**config.mk**
```make
export PLATFORM = sky130hd
export DESIGN_NAME = fsmc_dev_flat
export DESIGN_NICKNAME = d
export VERILOG_FILES = /design/src/rtl/fsmc_pkg.sv /design/src/rtl/fsmc_link_if.sv /design/src/rtl/fsmc_dev.sv /design/src/flat_wrapper.sv
export SDC_FILE = /design/constraint.sdc
export NUM_CORES = 1
export LEC_CHECK = 0
export BUFFER_PORTS_ARGS = -buffer_cell sky130_fd_sc_hd__buf_2
export CAP_MARGIN = 30
export CORE_MARGIN = 8
export CORE_UTILIZATION = 65
export CTS_CLUSTER_DIAMETER = 30
export DETAILED_ROUTE_END_ITERATION = 10
export GPL_ROUTABILITY_DRIVEN = 0
export PLACE_DENSITY = 0.89
export SYNTH_ARGS = -nofsm -noshare
export SYNTH_HDL_FRONTEND = slang
export SYNTH_SLANG_ARGS = --single-unit
export TNS_END_PERCENT = 50
```
**constraint.sdc**
```tcl
create_clock -name pclk -period 6.44 [get_ports pclk]
set_input_delay 0.966 -clock pclk [delete_from_list [all_inputs] [get_ports pclk]]
set_output_delay 0.966 -clock pclk [all_outputs]
set_load 0.02 [all_outputs]
```
**src/rtl/fsmc_pkg.sv**
```systemverilog
// Shared constants, types and helpers for the supervisor and its manager
package fsmc_pkg;
   localparam int CLK_MHZ = 50;
   localparam int SAMPLE_US = 200;
   localparam int SAMPLE_CYC_DEF = SAMPLE_US * CLK_MHZ;
   localparam int WIN_MS = 1;
   localparam int WIN_TICKS = (WIN_MS * 1000 + SAMPLE_US - 1) / SAMPLE_US;
   localparam int RETRY_S = 1;
   localparam int RETRY_TICKS_DEF = RETRY_S * 1000000 / SAMPLE_US;
   localparam int BOOT_CYC = 4;
   localparam int DIV_W = 14;
   localparam int RET_W = 13;
   localparam int NB_LAST = 5;
   // Temperatures in whole degrees C: 95, 20, 85
   localparam logic [7:0] OT_TRIP = 8'h5F;
   localparam logic [7:0] OT_HYST = 8'h14;
   localparam logic [7:0] OT_WARN = 8'h55;
   localparam logic [6:0] BASE_ADDR = 7'h20;
   localparam logic [7:0] CMD_B1 = 8'h66;
   localparam logic [7:0] CMD_B2 = 8'h99;
   localparam logic [7:0] SEL_SOLO = 8'h10;
   localparam logic [7:0] SEL_SHARE = 8'h00;
   localparam logic [7:0] REG_STATUS = 8'h55;
   localparam logic [1:0] COMMIT_N = 2'h3;
   localparam int ST_OV = 0;
   localparam int ST_OC = 1;
   localparam int ST_OT = 2;
   localparam int ST_SO = 3;
   localparam int ST_SOLO = 4;
   localparam int ST_WARN = 5;
   localparam logic [11:0] CTRL_OFS = 12'h000;
   localparam logic [11:0] STAT_OFS = 12'h004;
   localparam logic [1:0] OP_SHARE = 2'h0;
   localparam logic [1:0] OP_SOLO = 2'h1;
   localparam logic [1:0] OP_WARN = 2'h2;
   localparam logic [1:0] OP_READ = 2'h3;
   localparam int CTRL_GO = 8;
   typedef logic [DIV_W-1:0] fsmc_div_t;
   typedef logic [RET_W-1:0] fsmc_ret_t;
   typedef enum logic [1:0] {D_BOOT, D_RUN} fsmc_dst_t;
   typedef enum logic [1:0] {H_IDLE, H_SEND, H_STOP} fsmc_hst_t;
   typedef struct packed {
      logic [7:0] tb;
      logic [7:0] ta;
      logic ga1_n;
      logic ga0_n;
      logic [1:0] so;
      logic [1:0] oc;
      logic [1:0] ov;
      logic hi;
      logic lo;
   } fsmc_smp_t;

   function automatic logic [7:0] fsmc_zsum(input logic [7:0] a, input logic [7:0] b, input logic [7:0] c);
      return 8'(8'h00 - a - b - c);
   endfunction : fsmc_zsum
endpackage : fsmc_pkg

```
**src/rtl/fsmc_link_if.sv**
```systemverilog
// Byte link and open-drain lines between supervisor and manager
`timescale 1ns/1ps
interface fsmc_link_if;
   logic byte_vld;
   logic [7:0] byte_dat;
   logic stop;
   logic rsp_vld;
   logic [7:0] rsp_dat;
   logic alert_o;
   logic alert_oe;
   logic hold_o;
   logic hold_oe;
   logic alert_n;
   logic hold_n;

   // Pulled up unless driven low
   assign alert_n = !(alert_oe && !alert_o);
   assign hold_n = !(hold_oe && !hold_o);

   modport dev(input byte_vld, input byte_dat, input stop, output rsp_vld, output rsp_dat,
      output alert_o, output alert_oe, output hold_o, output hold_oe);
   modport host(output byte_vld, output byte_dat, output stop, input rsp_vld, input rsp_dat,
      input alert_n, input hold_n);
endinterface : fsmc_link_if

```
**src/rtl/fsmc_dev.sv**
```systemverilog
// Supervisor end: sampling, fault protection, mode command decoding
//
// Overview of operation
// [RULE1] Input out of window 1 ms: all off
// [RULE2] Input trip acts like a full power cycle
// [RULE3] Sample all sensors every 200 us
// [RULE4] Output overvoltage pulls the alert line low
// [RULE5] Overvoltage: outputs off, retry every second
// [RULE6] Overcurrent: all outputs off, alert low
// [RULE7] Overcurrent: retry every second once cleared
// [RULE8] Either sensor at 95 C: outputs off
// [RULE9] Recover only after falling 20 C
// [RULE10] Manager sets warning bit; cleared at 85 C
// [RULE11] Open sense line keeps outputs off
// [RULE12] Bytes 66h 99h 10h select standalone
// [RULE13] Zero checksum byte then stop, verified
// [RULE14] Third byte 00h returns to sharing
// [RULE15] Three identical valid sequences commit mode
// [RULE16] Commit causes exactly one soft reboot
// [RULE17] Commits limited to 100000 lifetime; this design does not count commits or enforce the limit
// [RULE18] Uncommitted mode lost at power cycle
// [RULE19] Stored mode ships as current sharing
// [RULE20] Address byte 40h writes slot 0x20
// [RULE21] Slot address latched once at power-up
// [RULE22] Hold reset line low until ready
// [RULE23] Bad sequence or checksum is ignored
//
// Local design decision: the APB register port.
`timescale 1ns/1ps
module fsmc_dev #(
   parameter int SAMPLE_CYC = fsmc_pkg::SAMPLE_CYC_DEF,
   parameter int RETRY_TICKS = fsmc_pkg::RETRY_TICKS_DEF
) (
   input wire logic pclk,
   input wire logic presetn,
   fsmc_link_if.dev lnk,
   input wire logic below_input_low_limit,
   input wire logic above_input_high_limit,
   input wire logic [1:0] out_ov,
   input wire logic [1:0] out_oc,
   input wire logic [1:0] sense_open,
   input wire logic [7:0] temp_a,
   input wire logic [7:0] temp_b,
   input wire logic slot_addr_bit0_n,
   input wire logic slot_addr_bit1_n,
   input wire logic nv_solo,
   output logic main_12v_rail_en,
   output logic aux_3v3_rail_en,
   output logic share_en,
   output logic nv_wr,
   output logic nv_wr_solo
);
   typedef struct packed {
      fsmc_pkg::fsmc_dst_t st;
      fsmc_pkg::fsmc_smp_t s1;
      fsmc_pkg::fsmc_smp_t s2;
      logic [2:0] bootc;
      logic [6:0] addr;
      logic solo;
      logic last_solo;
      logic [1:0] streak;
      fsmc_pkg::fsmc_div_t divc;
      fsmc_pkg::fsmc_ret_t retc;
      logic [2:0] winc;
      logic ov;
      logic oc;
      logic ot;
      logic so;
      logic warn;
      logic [2:0] nb;
      logic hit;
      logic rd;
      logic [3:0][7:0] b;
      logic rails;
      logic share;
      logic alert_o;
      logic alert_oe;
      logic hold_o;
      logic hold_oe;
      logic rsp_vld;
      logic [7:0] rsp;
      logic nvw;
      logic nvsolo;
   } fsmc_dev_st_t;

   fsmc_dev_st_t r;
   fsmc_dev_st_t n;
   logic tick;
   logic bad_in;
   logic [7:0] tmax;
   logic sel_ok;

   always_comb begin
      n = r;
      n.s1 = {temp_b, temp_a, slot_addr_bit1_n, slot_addr_bit0_n, sense_open, out_oc, out_ov,
         above_input_high_limit, below_input_low_limit};
      n.s2 = r.s1;
      n.nvw = 1'b0;
      n.rsp_vld = 1'b0;
      tick = (r.divc == fsmc_pkg::fsmc_div_t'(SAMPLE_CYC - 1)); // [RULE3]
      n.divc = tick ? '0 : fsmc_pkg::fsmc_div_t'(r.divc + 1'b1);
      bad_in = r.s2.lo || r.s2.hi;
      tmax = (r.s2.ta > r.s2.tb) ? r.s2.ta : r.s2.tb;
      sel_ok = (r.b[2] == fsmc_pkg::SEL_SOLO) || (r.b[2] == fsmc_pkg::SEL_SHARE);
      case (r.st)
         fsmc_pkg::D_BOOT: begin
            // Everything held off; comms ignored until the input is back in window
            n.rails = 1'b0;
            n.alert_oe = 1'b0;
            n.hold_oe = 1'b1; // [RULE22]
            n.ov = 1'b0;
            n.oc = 1'b0;
            n.ot = 1'b0;
            n.so = 1'b0;
            n.warn = 1'b0;
            n.streak = 2'h0;
            n.nb = 3'h0;
            n.hit = 1'b0;
            n.winc = 3'h0;
            n.retc = '0;
            if (r.bootc != 3'(fsmc_pkg::BOOT_CYC - 1)) begin
               n.bootc = 3'(r.bootc + 1'b1);
            end else if (!bad_in) begin // [RULE1]
               n.addr = fsmc_pkg::BASE_ADDR | {5'h00, !r.s2.ga1_n, !r.s2.ga0_n}; // [RULE21]
               n.solo = nv_solo; // [RULE18]
               n.share = !nv_solo;
               n.hold_oe = 1'b0; // [RULE22]
               n.st = fsmc_pkg::D_RUN;
            end
         end
         fsmc_pkg::D_RUN: begin
            if (tick) begin
               n.winc = bad_in ? 3'(r.winc + 1'b1) : 3'h0;
               if (r.ov || r.oc) begin
                  n.retc = (r.retc == fsmc_pkg::fsmc_ret_t'(RETRY_TICKS - 1)) ? '0 :
                     fsmc_pkg::fsmc_ret_t'(r.retc + 1'b1);
               end else begin
                  n.retc = '0;
               end
               if (|r.s2.ov) begin
                  n.ov = 1'b1; // [RULE4]
               end else if (r.ov && r.retc == fsmc_pkg::fsmc_ret_t'(RETRY_TICKS - 1)) begin
                  n.ov = 1'b0; // [RULE5]
               end
               if (|r.s2.oc) begin
                  n.oc = 1'b1; // [RULE6]
               end else if (r.oc && r.retc == fsmc_pkg::fsmc_ret_t'(RETRY_TICKS - 1)) begin
                  n.oc = 1'b0; // [RULE7]
               end
               if (tmax >= fsmc_pkg::OT_TRIP) begin
                  n.ot = 1'b1; // [RULE8]
               end else if (tmax <= 8'(fsmc_pkg::OT_TRIP - fsmc_pkg::OT_HYST)) begin
                  n.ot = 1'b0; // [RULE9]
               end
               if (tmax >= fsmc_pkg::OT_WARN) begin
                  n.warn = 1'b0; // [RULE10]
               end
               n.so = |r.s2.so; // [RULE11]
            end
            if (lnk.byte_vld) begin
               if (r.nb == 3'h0) begin
                  n.hit = (lnk.byte_dat[7:1] == r.addr);
                  n.rd = lnk.byte_dat[0];
                  if (lnk.byte_dat[7:1] == r.addr && lnk.byte_dat[0]) begin
                     n.rsp_vld = 1'b1;
                     n.rsp = {2'h0, r.warn, r.solo, r.so, r.ot, r.oc, r.ov};
                  end
               end else if (r.nb < 3'(fsmc_pkg::NB_LAST)) begin
                  n.b[2'(r.nb - 3'h1)] = lnk.byte_dat;
               end
               // Count one past a full frame so an overlong one never matches
               if (r.nb != 3'(fsmc_pkg::NB_LAST + 1)) begin
                  n.nb = 3'(r.nb + 1'b1);
               end
            end
            if (lnk.stop) begin
               n.nb = 3'h0;
               n.hit = 1'b0;
               // Anything not matching exactly falls through untouched
               if (r.hit && !r.rd && r.nb == 3'(fsmc_pkg::NB_LAST) && r.b[0] == fsmc_pkg::CMD_B1 &&
                  r.b[1] == fsmc_pkg::CMD_B2 && sel_ok &&
                  r.b[3] == fsmc_pkg::fsmc_zsum(r.b[0], r.b[1], r.b[2])) begin // [RULE12] [RULE13] [RULE23]
                  n.solo = (r.b[2] == fsmc_pkg::SEL_SOLO); // [RULE14]
                  n.share = (r.b[2] != fsmc_pkg::SEL_SOLO);
                  n.last_solo = n.solo;
                  n.streak = (r.streak != 2'h0 && r.last_solo == n.solo) ? 2'(r.streak + 1'b1) : 2'h1;
                  if (n.streak == fsmc_pkg::COMMIT_N) begin
                     n.nvw = 1'b1; // [RULE15]
                     n.nvsolo = n.solo;
                     n.bootc = 3'h0;
                     n.st = fsmc_pkg::D_BOOT; // [RULE16]
                  end
               end else if (r.hit && !r.rd && r.nb == 3'h4 && r.b[0] == fsmc_pkg::REG_STATUS &&
                  r.b[2] == fsmc_pkg::fsmc_zsum(r.b[0], r.b[1], 8'h00)) begin
                  // Manager write wins over a same-cycle hardware clear
                  n.warn = r.b[1][fsmc_pkg::ST_WARN]; // [RULE10]
               end
            end
            n.rails = !(n.ov || n.oc || n.ot || n.so); // [RULE6] [RULE8] [RULE11]
            n.alert_oe = n.ov || n.oc; // [RULE4] [RULE6]
            if (tick && bad_in && r.winc == 3'(fsmc_pkg::WIN_TICKS - 1)) begin
               n.rails = 1'b0; // [RULE1]
               n.alert_oe = 1'b0;
               n.hold_oe = 1'b1;
               n.bootc = 3'h0;
               n.st = fsmc_pkg::D_BOOT; // [RULE2]
            end
         end
         default: begin
            n.bootc = 3'h0;
            n.st = fsmc_pkg::D_BOOT;
         end
      endcase
   end

   always_ff @(posedge pclk or negedge presetn) begin
      if (!presetn) begin
         r <= '0;
         r.hold_oe <= 1'b1; // [RULE22]
         r.share <= 1'b1; // [RULE19]
      end else begin
         r <= n;
      end
   end

   assign main_12v_rail_en = r.rails;
   assign aux_3v3_rail_en = r.rails;
   assign share_en = r.share;
   assign nv_wr = r.nvw;
   assign nv_wr_solo = r.nvsolo;
   assign lnk.rsp_vld = r.rsp_vld;
   assign lnk.rsp_dat = r.rsp;
   assign lnk.alert_o = r.alert_o;
   assign lnk.alert_oe = r.alert_oe;
   assign lnk.hold_o = r.hold_o;
   assign lnk.hold_oe = r.hold_oe;
endmodule : fsmc_dev

```
**src/flat_wrapper.sv**
```systemverilog
// flat-port wrapper written by rule: the top's interface ports become plain ports
module fsmc_dev_flat 
#(
   parameter int SAMPLE_CYC = fsmc_pkg::SAMPLE_CYC_DEF,
   parameter int RETRY_TICKS = fsmc_pkg::RETRY_TICKS_DEF
)
  (pclk, presetn, below_input_low_limit, above_input_high_limit, out_ov, out_oc, sense_open, temp_a, temp_b, slot_addr_bit0_n, slot_addr_bit1_n, nv_solo, main_12v_rail_en, aux_3v3_rail_en, share_en, nv_wr, nv_wr_solo, lnk_byte_vld, lnk_byte_dat, lnk_stop, lnk_rsp_vld, lnk_rsp_dat, lnk_alert_o, lnk_alert_oe, lnk_hold_o, lnk_hold_oe);
  fsmc_link_if lnk_i ();
  input wire logic pclk;
  input wire logic presetn;
  input wire logic below_input_low_limit;
  input wire logic above_input_high_limit;
  input wire logic [1:0] out_ov;
  input wire logic [1:0] out_oc;
  input wire logic [1:0] sense_open;
  input wire logic [7:0] temp_a;
  input wire logic [7:0] temp_b;
  input wire logic slot_addr_bit0_n;
  input wire logic slot_addr_bit1_n;
  input wire logic nv_solo;
  output logic main_12v_rail_en;
  output logic aux_3v3_rail_en;
  output logic share_en;
  output logic nv_wr;
  output logic nv_wr_solo;
  input wire logic [$bits(lnk_i.byte_vld)-1:0] lnk_byte_vld;
  input wire logic [$bits(lnk_i.byte_dat)-1:0] lnk_byte_dat;
  input wire logic [$bits(lnk_i.stop)-1:0] lnk_stop;
  output wire logic [$bits(lnk_i.rsp_vld)-1:0] lnk_rsp_vld;
  output wire logic [$bits(lnk_i.rsp_dat)-1:0] lnk_rsp_dat;
  output wire logic [$bits(lnk_i.alert_o)-1:0] lnk_alert_o;
  output wire logic [$bits(lnk_i.alert_oe)-1:0] lnk_alert_oe;
  output wire logic [$bits(lnk_i.hold_o)-1:0] lnk_hold_o;
  output wire logic [$bits(lnk_i.hold_oe)-1:0] lnk_hold_oe;
  assign lnk_i.byte_vld = lnk_byte_vld;
  assign lnk_i.byte_dat = lnk_byte_dat;
  assign lnk_i.stop = lnk_stop;
  assign lnk_rsp_vld = lnk_i.rsp_vld;
  assign lnk_rsp_dat = lnk_i.rsp_dat;
  assign lnk_alert_o = lnk_i.alert_o;
  assign lnk_alert_oe = lnk_i.alert_oe;
  assign lnk_hold_o = lnk_i.hold_o;
  assign lnk_hold_oe = lnk_i.hold_oe;
  fsmc_dev #(.SAMPLE_CYC(SAMPLE_CYC), .RETRY_TICKS(RETRY_TICKS)) u_core (.pclk(pclk), .presetn(presetn), .lnk(lnk_i), .below_input_low_limit(below_input_low_limit), .above_input_high_limit(above_input_high_limit), .out_ov(out_ov), .out_oc(out_oc), .sense_open(sense_open), .temp_a(temp_a), .temp_b(temp_b), .slot_addr_bit0_n(slot_addr_bit0_n), .slot_addr_bit1_n(slot_addr_bit1_n), .nv_solo(nv_solo), .main_12v_rail_en(main_12v_rail_en), .aux_3v3_rail_en(aux_3v3_rail_en), .share_en(share_en), .nv_wr(nv_wr), .nv_wr_solo(nv_wr_solo));
endmodule
```
==> results.json, run 1 <==
{
  "dp_cells": 805,
  "fin_crit_sh_pct": 56.8,
  "p_int_mw": 2.35,
  "initial_core_util_pct": 66.2,
  "nets": 768,
  "netlist_area_um2": 7140,
  "fin_tns_setup_ps": 0,
  "cts_made_buffers": 17,
  "wirelength_mm": 15.5,
  "r2r_slack_ps": 2780,
  "first_pass_iters": 5,
  "hold_path_depth": 0,
  "die_y_um": 121,
  "first_iter_violations": 456,
  "cap_violations": 0,
  "post_cts_buffers": 0,
  "cts_sinks": 148,
  "switchingPower_mw": 1.39,
  "synth_edf_count": 0,
  "die_x_um": 121,
  "ant_nets": 0,
  "min_path_type": "flop to flop",
  "powerDensity_nw_per_um2": 462,
  "vdd_drop_max_mv": 0.419,
  "clkTransAtPathRegs_ps": 60,
  "grt_pass1_wl_mm": 26.1,
  "drive_above_1_share_pct": 21.4,
  "root_buffer": "clkbuf_8",
  "synthDistinctLibCells": 71,
  "end_kind": "flop",
  "clk_path_buf_depth": 2,
  "grt_start_max_net_pins": 81,
  "insertion_delay_ps": 530,
  "critical-path-top-delay-family": "adder cells",
  "power_switching_share_pct": 37.1,
  "cts_resized": 0,
  "worstMarginPinSlew_ps": 1010,
  "status": "finished clean",
  "vias": 4986,
  "wire_per_inst_um": 18.5,
  "p_clk_share_pct": 26.8,
  "grt_overflow_total": 0,
  "period_minus_slack_ps": 3660,
  "combPwrFrac_pct": 43.7,
  "die_area_um2": 14600,
  "cp-start-kind": "flop",
  "ctsHoldBuffers": 0,
  "final_cell_mix": "146 x dfrtp_1, 51 x buf_2, 43 x inv_1, 43 x ha_1, 38 x mux2_2",
  "dp.final_hpwl_mm": 10.6,
  "hold_viol_final": 0,
  "slowest_stage": "dfrtp_1",
  "power.leakage_nw": 3.79,
  "final_cell_area_um2": 8090,
  "slowest_delay_ps": 420,
  "diodes": 0,
  "syn_area_per_cell_um2": 11.4,
  "crit_type": "flop to flop",
  "grtUsageTotal_pct": 22.7,
  "tritoncts": "yes",
  "fin_cells": 837,
  "viasPerCell": 5.96,
  "setup_viol": 0,
  "ios": 57,
  "yosysWarningCount": 0,
  "reg2regPathDepth": 14,
  "syn_to_final_growth_pct": 13.4,
  "ys_seq_elements": 148,
  "path_max_fanout": 8,
  "whs_endpoint": "u_core.r[108]",
  "grt_setup_unrepaired": "false",
  "mostFrequentLayoutCell": "dfrtp_1",
  "worstHoldStart": "u_core.n[108]",
  "rows": 38,
  "crit_top_cell": "ha_1",
  "numPortBuffers": 52,
  "maxSlewViolCount": 0,
  "grt_pass1_vias": 5335,
  "slew_headroom_pct": 32.2,
  "rr_endpoint": "u_core.r[91]",
  "pwr-share-seq_pct": 29.5,
  "synthArstFlopShare_pct": 100,
  "netlist_instances": 627,
  "htree_levels": 4,
  "yosysSeqAreaShare_pct": 51.9,
  "worstPathArrival_ps": 4070,
  "cp_cell_sequence": "ha_1 > inv_1 > ha_1 > inv_1 > fa_1 > xnor2_1 > ha_1 > a21o_1 > a21oi_1 > a211o_1 > o211ai_2 > xnor2_2 > nand3_2 > mux2_1",
  "critPathRequiredTime_ps": 6860,
  "drc": 0,
  "placed_area_um2": 7490,
  "antenna_found_initial": 0,
  "cp.buffers_inverters": 2,
  "synth_flop_cell": "dfrtp_1",
  "fmax_mhz": 273,
  "fin_skew_ps": 6.19,
  "core_um2": 10800
}
-- worst register-to-register path: stages (launching register included) --
cell      delay, ps
dfrtp_1         420
ha_1            310
inv_1            60
ha_1            170
inv_1            60
fa_1            420
xnor2_1         150
ha_1            350
a21o_1          200
a21oi_1         290
a211o_1         200
o211ai_2        110
xnor2_2         320
nand3_2         160
mux2_1          330
-- power groups by stage --
stage	combinational, mW	clock (mW)	sequential [mW]
after CTS	1.63	1.01	1.10
after floorplan	1.33	0	1.08
after detailed placement	1.61	0	1.11
after global routing	1.80	1.05	1.11
after global placement	1.51	0	1.11
final	1.64	1.00	1.10
-- cells by family after synthesis --
kind of cell | count (synthesis) | share of synthesized area (%)
AND/OR/NAND/NOR | 185 | 14.6
flip-flops | 148 | 51.9
AO/OA/AOI/OAI | 103 | 9.48
buffers and inverters | 62 | 3.89
multiplexers | 46 | 7.15
adder cells (fa/ha/maj) | 45 | 8.10
XOR/XNOR | 37 | 4.85
other | 1 | 0.0525
-- layout make-up --
type | count | area, um2
Fill cell | 661 | 2700
Sequential cell | 148 | 3710
Multi-Input combinational cell | 420 | 3170
Timing Repair Buffer | 54 | 282
Clock buffer | 18 | 428
Clock inverter | 14 | 174
Inverter | 43 | 161
Tap cell | 140 | 175
-- synth_stat cells, types with 3 or more instances --
cell / n / area share, %
dfrtp_1: 146 / 51
ha_1: 43 / 7.5
inv_1: 43 / 2.3
mux2_2: 38 / 6.0
nand2_1: 36 / 1.9
nor2_1: 36 / 1.9
o21ai_0: 31 / 2.2
a21oi_1: 22 / 1.5
xnor2_1: 21 / 2.6
nand3_1: 15 / 1.1
and3_1: 14 / 1.2
nand4_1: 13 / 1.1
nor2b_1: 13 / 1.1
xor2_1: 13 / 1.6
buf_4: 11 / 1.2
nor3_1: 11 / 0.77
nand2b_1: 10 / 0.88
a21boi_0: 6 / 0.63
mux2i_1: 6 / 0.84
and2_1: 5 / 0.44
clkbuf_1: 5 / 0.26
o31ai_1: 5 / 0.53
a21o_1: 4 / 0.42
nor4_1: 4 / 0.35
o21a_1: 4 / 0.42
o22ai_1: 4 / 0.35
and4_1: 3 / 0.37
buf_2: 3 / 0.21
nand4b_1: 3 / 0.37
o211ai_1: 3 / 0.32
o21bai_1: 3 / 0.32
or2_2: 3 / 0.26
xnor2_2: 3 / 0.68
-- routing by layer --
layer  routed length, um  vias up  global-route usage (%)
met5                   0        -                       0
met4                 346        0                    10.9
met3                 737       33                    4.94
met2                7900      148                    38.8
met1                6480     2507                    26.9
li1                    -     2298                       -
-- worst max-delay path by stage --
stage / slack (ps) / cells after the start / start / endpoint
2_1_floorplan: 3150 / 14 / flop / u_core.r[100]
3_3_place_gp: 3020 / 14 / flop / u_core.r[102]
3_5_place_dp: 2850 / 14 / flop / u_core.r[91]
4_1_cts: 2820 / 14 / flop / u_core.r[91]
5_1_grt: 2570 / 14 / flop / u_core.r[91]
6_report: 2780 / 14 / flop / u_core.r[91]
-- stage by stage --
step | setup WS (ps) | total power, mW | utilization, % | hold slack [ps]
after CTS | 2820 | 3.74 | 75.0 | 351
after floorplan | 3150 | 2.42 | - | 331
after global routing | 2570 | 3.96 | 75.0 | 358
after detailed placement | 2850 | 2.72 | 69.4 | 335
after global placement | 3020 | 2.61 | 69.4 | 335
final | 2780 | 3.74 | 75.0 | 348
No activity file was read; power rests on OpenSTA's default activity.
==> inputs of run 2 (changes only) <==
--- a/config.mk
+++ b/config.mk
@@ -8,11 +8,11 @@
 export BUFFER_PORTS_ARGS = -buffer_cell sky130_fd_sc_hd__buf_2
 export CAP_MARGIN = 30
 export CORE_MARGIN = 8
-export CORE_UTILIZATION = 65
+export CORE_UTILIZATION = 54
 export CTS_CLUSTER_DIAMETER = 30
 export DETAILED_ROUTE_END_ITERATION = 10
 export GPL_ROUTABILITY_DRIVEN = 0
-export PLACE_DENSITY = 0.89
+export PLACE_DENSITY = 0.8
 export SYNTH_ARGS = -nofsm -noshare
 export SYNTH_HDL_FRONTEND = slang
 export SYNTH_SLANG_ARGS = --single-unit
==> constraint.sdc (replaced) <==
create_clock -name pclk -period 3 [get_ports pclk]
set_input_delay 0.45 -clock pclk [delete_from_list [all_inputs] [get_ports pclk]]
set_output_delay 0.45 -clock pclk [all_outputs]
set_load 0.02 [all_outputs]
==> results.json, run 2 (same netlist as run 1, synthesis figures left out) <==
{
  "status": "finished, violations left",
  "violations": "negative setup slack",
  "combPwrFrac_pct": 52.5,
  "grt_start_max_net_pins": 64,
  "rr_endpoint": "u_core.r[100]",
  "end_kind": "flop",
  "drc": 0,
  "grt_pass1_vias": 5472,
  "p_clk_share_pct": 22.5,
  "fmax_mhz": 295,
  "reg2regPathDepth": 15,
  "ios": 57,
  "switchingPower_mw": 3.38,
  "first_iter_violations": 292,
  "numPortBuffers": 52,
  "clkTransAtPathRegs_ps": 60,
  "ctsHoldBuffers": 0,
  "htree_levels": 4,
  "p_int_mw": 6.01,
  "diodes": 0,
  "placed_area_um2": 7800,
  "grt_overflow_total": 0,
  "r2r_slack_ps": -390,
  "syn_to_final_growth_pct": 20.0,
  "fin_crit_sh_pct": 113,
  "die_area_um2": 17200,
  "cts_made_buffers": 17,
  "period_minus_slack_ps": 3390,
  "endpoint": "u_core.r[100]",
  "insertion_delay_ps": 430,
  "vdd_drop_max_mv": 0.838,
  "worstPathArrival_ps": 3670,
  "fin_skew_ps": 9.43,
  "path_max_fanout": 4,
  "first_pass_iters": 4,
  "grt_setup_unrepaired": "true",
  "slowest_stage": "dfrtp_1",
  "cts_sinks": 148,
  "rows": 42,
  "maxSlewViolCount": 0,
  "initial_core_util_pct": 54.6,
  "slew_headroom_pct": 47.0,
  "tritoncts": "yes",
  "nets": 804,
  "critPathRequiredTime_ps": 3280,
  "viasPerCell": 5.50,
  "cp_num_cells": 15,
  "crit_type": "flop to flop",
  "grt_pass1_wl_mm": 26.0,
  "grtUsageTotal_pct": 19.7,
  "power_switching_share_pct": 36.0,
  "die_y_um": 131,
  "setup_viol": 12,
  "cap_violations": 0,
  "powerDensity_nw_per_um2": 1100,
  "dp.final_hpwl_mm": 11.0,
  "fillerInstances": 945,
  "power.leakage_nw": 4.00,
  "ant_nets": 0,
  "worstMarginPinSlew_ps": 791,
  "final.setup.worst_slack_ps": -393,
  "final_cell_area_um2": 8570,
  "min_path_type": "primary input to async pin",
  "root_buffer": "clkbuf_16",
  "hold_viol_final": 0,
  "post-place-ws_ps": -412,
  "vias": 4997,
  "cp.buffers_inverters": 2,
  "cp_cell_sequence": "ha_4 > inv_4 > ha_4 > buf_4 > a21o_1 > a21oi_2 > o21bai_1 > a21oi_2 > xnor2_1 > ha_1 > xor2_1 > xnor2_1 > or3_4 > and3b_4 > o22ai_2",
  "slowest_delay_ps": 410,
  "drive_above_1_share_pct": 28.0,
  "mostFrequentLayoutCell": "dfrtp_1",
  "wire_per_inst_um": 17.1,
  "die_x_um": 131,
  "antenna_found_initial": 0,
  "clk_path_buf_depth": 2,
  "pwr-share-seq_pct": 25.0,
  "core_um2": 13100,
  "critical-path-top-delay-family": "adder cells",
  "final_cell_mix": "146 x dfrtp_1, 51 x buf_2, 40 x inv_1",
  "wirelength_mm": 15.6,
  "cp-start-kind": "flop"
}
-- run 2: cell count changes in the layout (fill, tap and decap cells not counted), moves of 4 or more --
cell,previous run,this run
a21oi_1,22,18
ha_1,43,39
buf_4,2,36
a21oi_2,2,6
ha_4,0,4
-- run 2: power groups by stage --
stage	logic (mW)	clock network, mW	registers, mW
2_1_floorplan	3.09	0	2.33
3_3_place_gp	3.97	0	2.36
3_5_place_dp	4.17	0	2.37
4_1_cts	4.45	2.15	2.34
5_1_grt	5.32	2.25	2.36
6_report	4.93	2.12	2.35
-- run 2: repair_timing --
action                     in CTS  in global routing
setup buffers                   3                  5
pin swaps                       7                 22
gates resized for setup         9                 14
setup endpoints to repair      12                 12
-- run 2: layer usage --
layer  share of wire [%]  vias to the layer above  track usage [%]
met5                   0                        -                0
met4                 2.2                        0             9.12
met3                 5.1                       27             5.76
met2                  51                      109             33.8
met1                  42                     2499             22.3
li1                    -                     2362                -
-- run 2: worst min path at each step --
stage	startpoint	to	slack (ps)	cells past startpoint
2_1_floorplan	presetn	async pin	150	0
3_3_place_gp	u_core.n[121]	u_core.r[121]	330	0
3_5_place_dp	u_core.n[113]	u_core.r[113]	330	0
4_1_cts	presetn	u_core.lnk.rsp_dat[2]	30	1
5_1_grt	presetn	u_core.lnk.rsp_dat[2]	50	1
6_report	presetn	u_core.n[107]	8	1
-- run 2: area by class of cell --
cell class	count	area, um2	share of cell area [%]
sequential	148	3710	43.2
multi-input combinational	420	3320	38.7
timing repair buffer	90	568	6.63
clock buffer	20	437	5.09
tap	176	220	2.57
inverter	43	164	1.91
clock inverter	12	156	1.82
-- run 2: metrics by stage --
step	utilization, %	TNS, ps	cells	hold WS, ps	power, mW
final	65.5	-3920	909	8.32	9.40
after global routing	65.5	-5750	909	49.0	9.94
after CTS	64.6	-4150	904	27.9	8.94
after detailed placement	59.6	-4170	869	335	6.54
after global placement	59.6	-2850	869	334	6.33
after floorplan	-	-1210	630	154	5.42
==> inputs of run 3 (changes only) <==
--- a/config.mk
+++ b/config.mk
@@ -7,12 +7,13 @@
 export LEC_CHECK = 0
 export BUFFER_PORTS_ARGS = -buffer_cell sky130_fd_sc_hd__buf_2
 export CAP_MARGIN = 30
+export CORE_ASPECT_RATIO = 1.5
 export CORE_MARGIN = 8
-export CORE_UTILIZATION = 54
+export CORE_UTILIZATION = 65
 export CTS_CLUSTER_DIAMETER = 30
 export DETAILED_ROUTE_END_ITERATION = 10
 export GPL_ROUTABILITY_DRIVEN = 0
-export PLACE_DENSITY = 0.8
+export PLACE_DENSITY = 0.89
 export SYNTH_ARGS = -nofsm -noshare
 export SYNTH_HDL_FRONTEND = slang
 export SYNTH_SLANG_ARGS = --single-unit
==> constraint.sdc (replaced) <==
create_clock -name pclk -period 4.2 [get_ports pclk]
set_input_delay 0.63 -clock pclk [delete_from_list [all_inputs] [get_ports pclk]]
set_output_delay 0.63 -clock pclk [all_outputs]
set_load 0.02 [all_outputs]
==> results.json, run 3 (same netlist as run 1, synthesis figures left out) <==
{
  "tritoncts": "yes",
  "rows": 47,
  "htree_levels": 4,
  "first_pass_iters": 7,
  "nets": 771,
  "ant_nets": 0,
  "syn_to_final_growth_pct": 14.1,
  "critPathRequiredTime_ps": 4500,
  "cp-start-kind": "flop",
  "grt_setup_unrepaired": "false",
  "wirelength_mm": 15.6,
  "cp.buffers_inverters": 1,
  "die_y_um": 144,
  "grtUsageTotal_pct": 23.0,
  "cts_sinks": 148,
  "cts_resized": 0,
  "insertion_delay_ps": 420,
  "dp_cells": 815,
  "clkTransAtPathRegs_ps": 60,
  "grt_pass1_vias": 5334,
  "slowest_delay_ps": 400,
  "fin_crit_sh_pct": 88.5,
  "path_max_fanout": 8,
  "wire_per_inst_um": 18.4,
  "grt_pass1_wl_mm": 25.6,
  "cap_violations": 0,
  "fin_cells": 847,
  "cts_made_buffers": 17,
  "dp.final_hpwl_mm": 11.5,
  "cp_cell_sequence": "inv_1 > ha_1 > ha_1 > a21o_1 > a21oi_1 > o21bai_1 > a21oi_1 > xnor2_1 > ha_1 > a21oi_1 > o22a_1 > o211ai_2 > xnor2_2 > nand3_2 > mux2_1",
  "vdd_drop_max_mv": 0.726,
  "status": "finished clean",
  "ctsHoldBuffers": 0,
  "power.total_mw": 5.76,
  "mostFrequentLayoutCell": "dfrtp_1",
  "diodes": 0,
  "die_area_um2": 14700,
  "root_buffer": "clkbuf_16",
  "worstPathArrival_ps": 4020,
  "fin_skew_ps": 6.91,
  "worstMarginPinSlew_ps": 815,
  "crit_type": "flop to flop",
  "power.leakage_nw": 3.82,
  "slew_headroom_pct": 45.4,
  "first_iter_violations": 223,
  "die_x_um": 102,
  "r2r_slack_ps": 480,
  "vias": 4969,
  "ios": 57,
  "final_cell_mix": "146 x dfrtp_1, 51 x buf_2, 43 x inv_1, 43 x ha_1, 38 x mux2_2",
  "period_minus_slack_ps": 3720,
  "hold_slack_ps": 186,
  "critical-path-top-delay-family": "compound AO/OA/AOI/OAI gates",
  "fin_tns_setup_ps": 0,
  "drc": 0,
  "core_um2": 10900,
  "min_path_type": "primary input to async pin",
  "fmax_mhz": 269,
  "grt_start_max_net_pins": 63,
  "fillerInstances": 695,
  "slowest_stage": "dfrtp_1",
  "numPortBuffers": 52,
  "maxSlewViolCount": 0,
  "drive_above_1_share_pct": 21.7,
  "initial_core_util_pct": 65.6,
  "post-route-util_pct": 74.9,
  "post_cts_buffers": 0,
  "powerDensity_nw_per_um2": 707,
  "antenna_found_initial": 0,
  "viasPerCell": 5.87,
  "setup_viol": 0,
  "hold_viol_final": 0,
  "clk_path_buf_depth": 2,
  "end_kind": "flop",
  "grt_overflow_total": 0
}
[run 3: worst reg2reg max path: cells and delay by family, from the launching register on]
kind	cells	cell delay (ps)
xor gates and xnor gates	2	500
and+or+nand+nor	1	180
DFF	1	400
buffers and inverters	1	60
AOI/OAI and AO/OA	7	1140
adders and majority gates	3	940
muxes	1	370
[run 3: stage by stage]
step	cell area [um2]	worst slack [ps]
2_1_floorplan	7150	911
3_3_place_gp	7520	761
3_5_place_dp	7540	545
4_1_cts	8150	537
5_1_grt	8150	323
6_report	8150	481
[run 3: layout make-up]
cell class / count / area [um2] / area share [%]
sequential: 148 / 3710 / 45.5
clock buffer: 18 / 439 / 5.39
multi-input combinational: 420 / 3170 / 38.9
inverter: 43 / 161 / 1.98
clock inverter: 14 / 168 / 2.06
timing repair buffer: 57 / 324 / 3.98
tap: 147 / 184 / 2.26
[run 3: path summary, 6_finish.rpt]
kind	cells past startpoint	to
setup reg to reg	15	u_core.r[91]
max in group asynchronous	3	u_core.lnk.rsp_dat[2]
hold / removal	1	u_core.r[120]
min in group pclk	1	u_core.n[120]
hold reg to reg	0	u_core.r[121]
setup / recovery	15	u_core.r[91]
[run 3: where the power goes]
part,switching (mW),internal [mW]
Sequential,0.121,1.56
Combinational,1.43,1.12
Clock,0.620,0.909
Total,2.17,3.59
[run 3: routing by layer]
metal	share of wire [%]	up-vias	GRT usage (%)
met4	3.2	0	12.0
met3	3.5	37	5.35
met2	56	135	41.9
met5	0	-	0
met1	38	2497	23.8
li1	-	2300	-
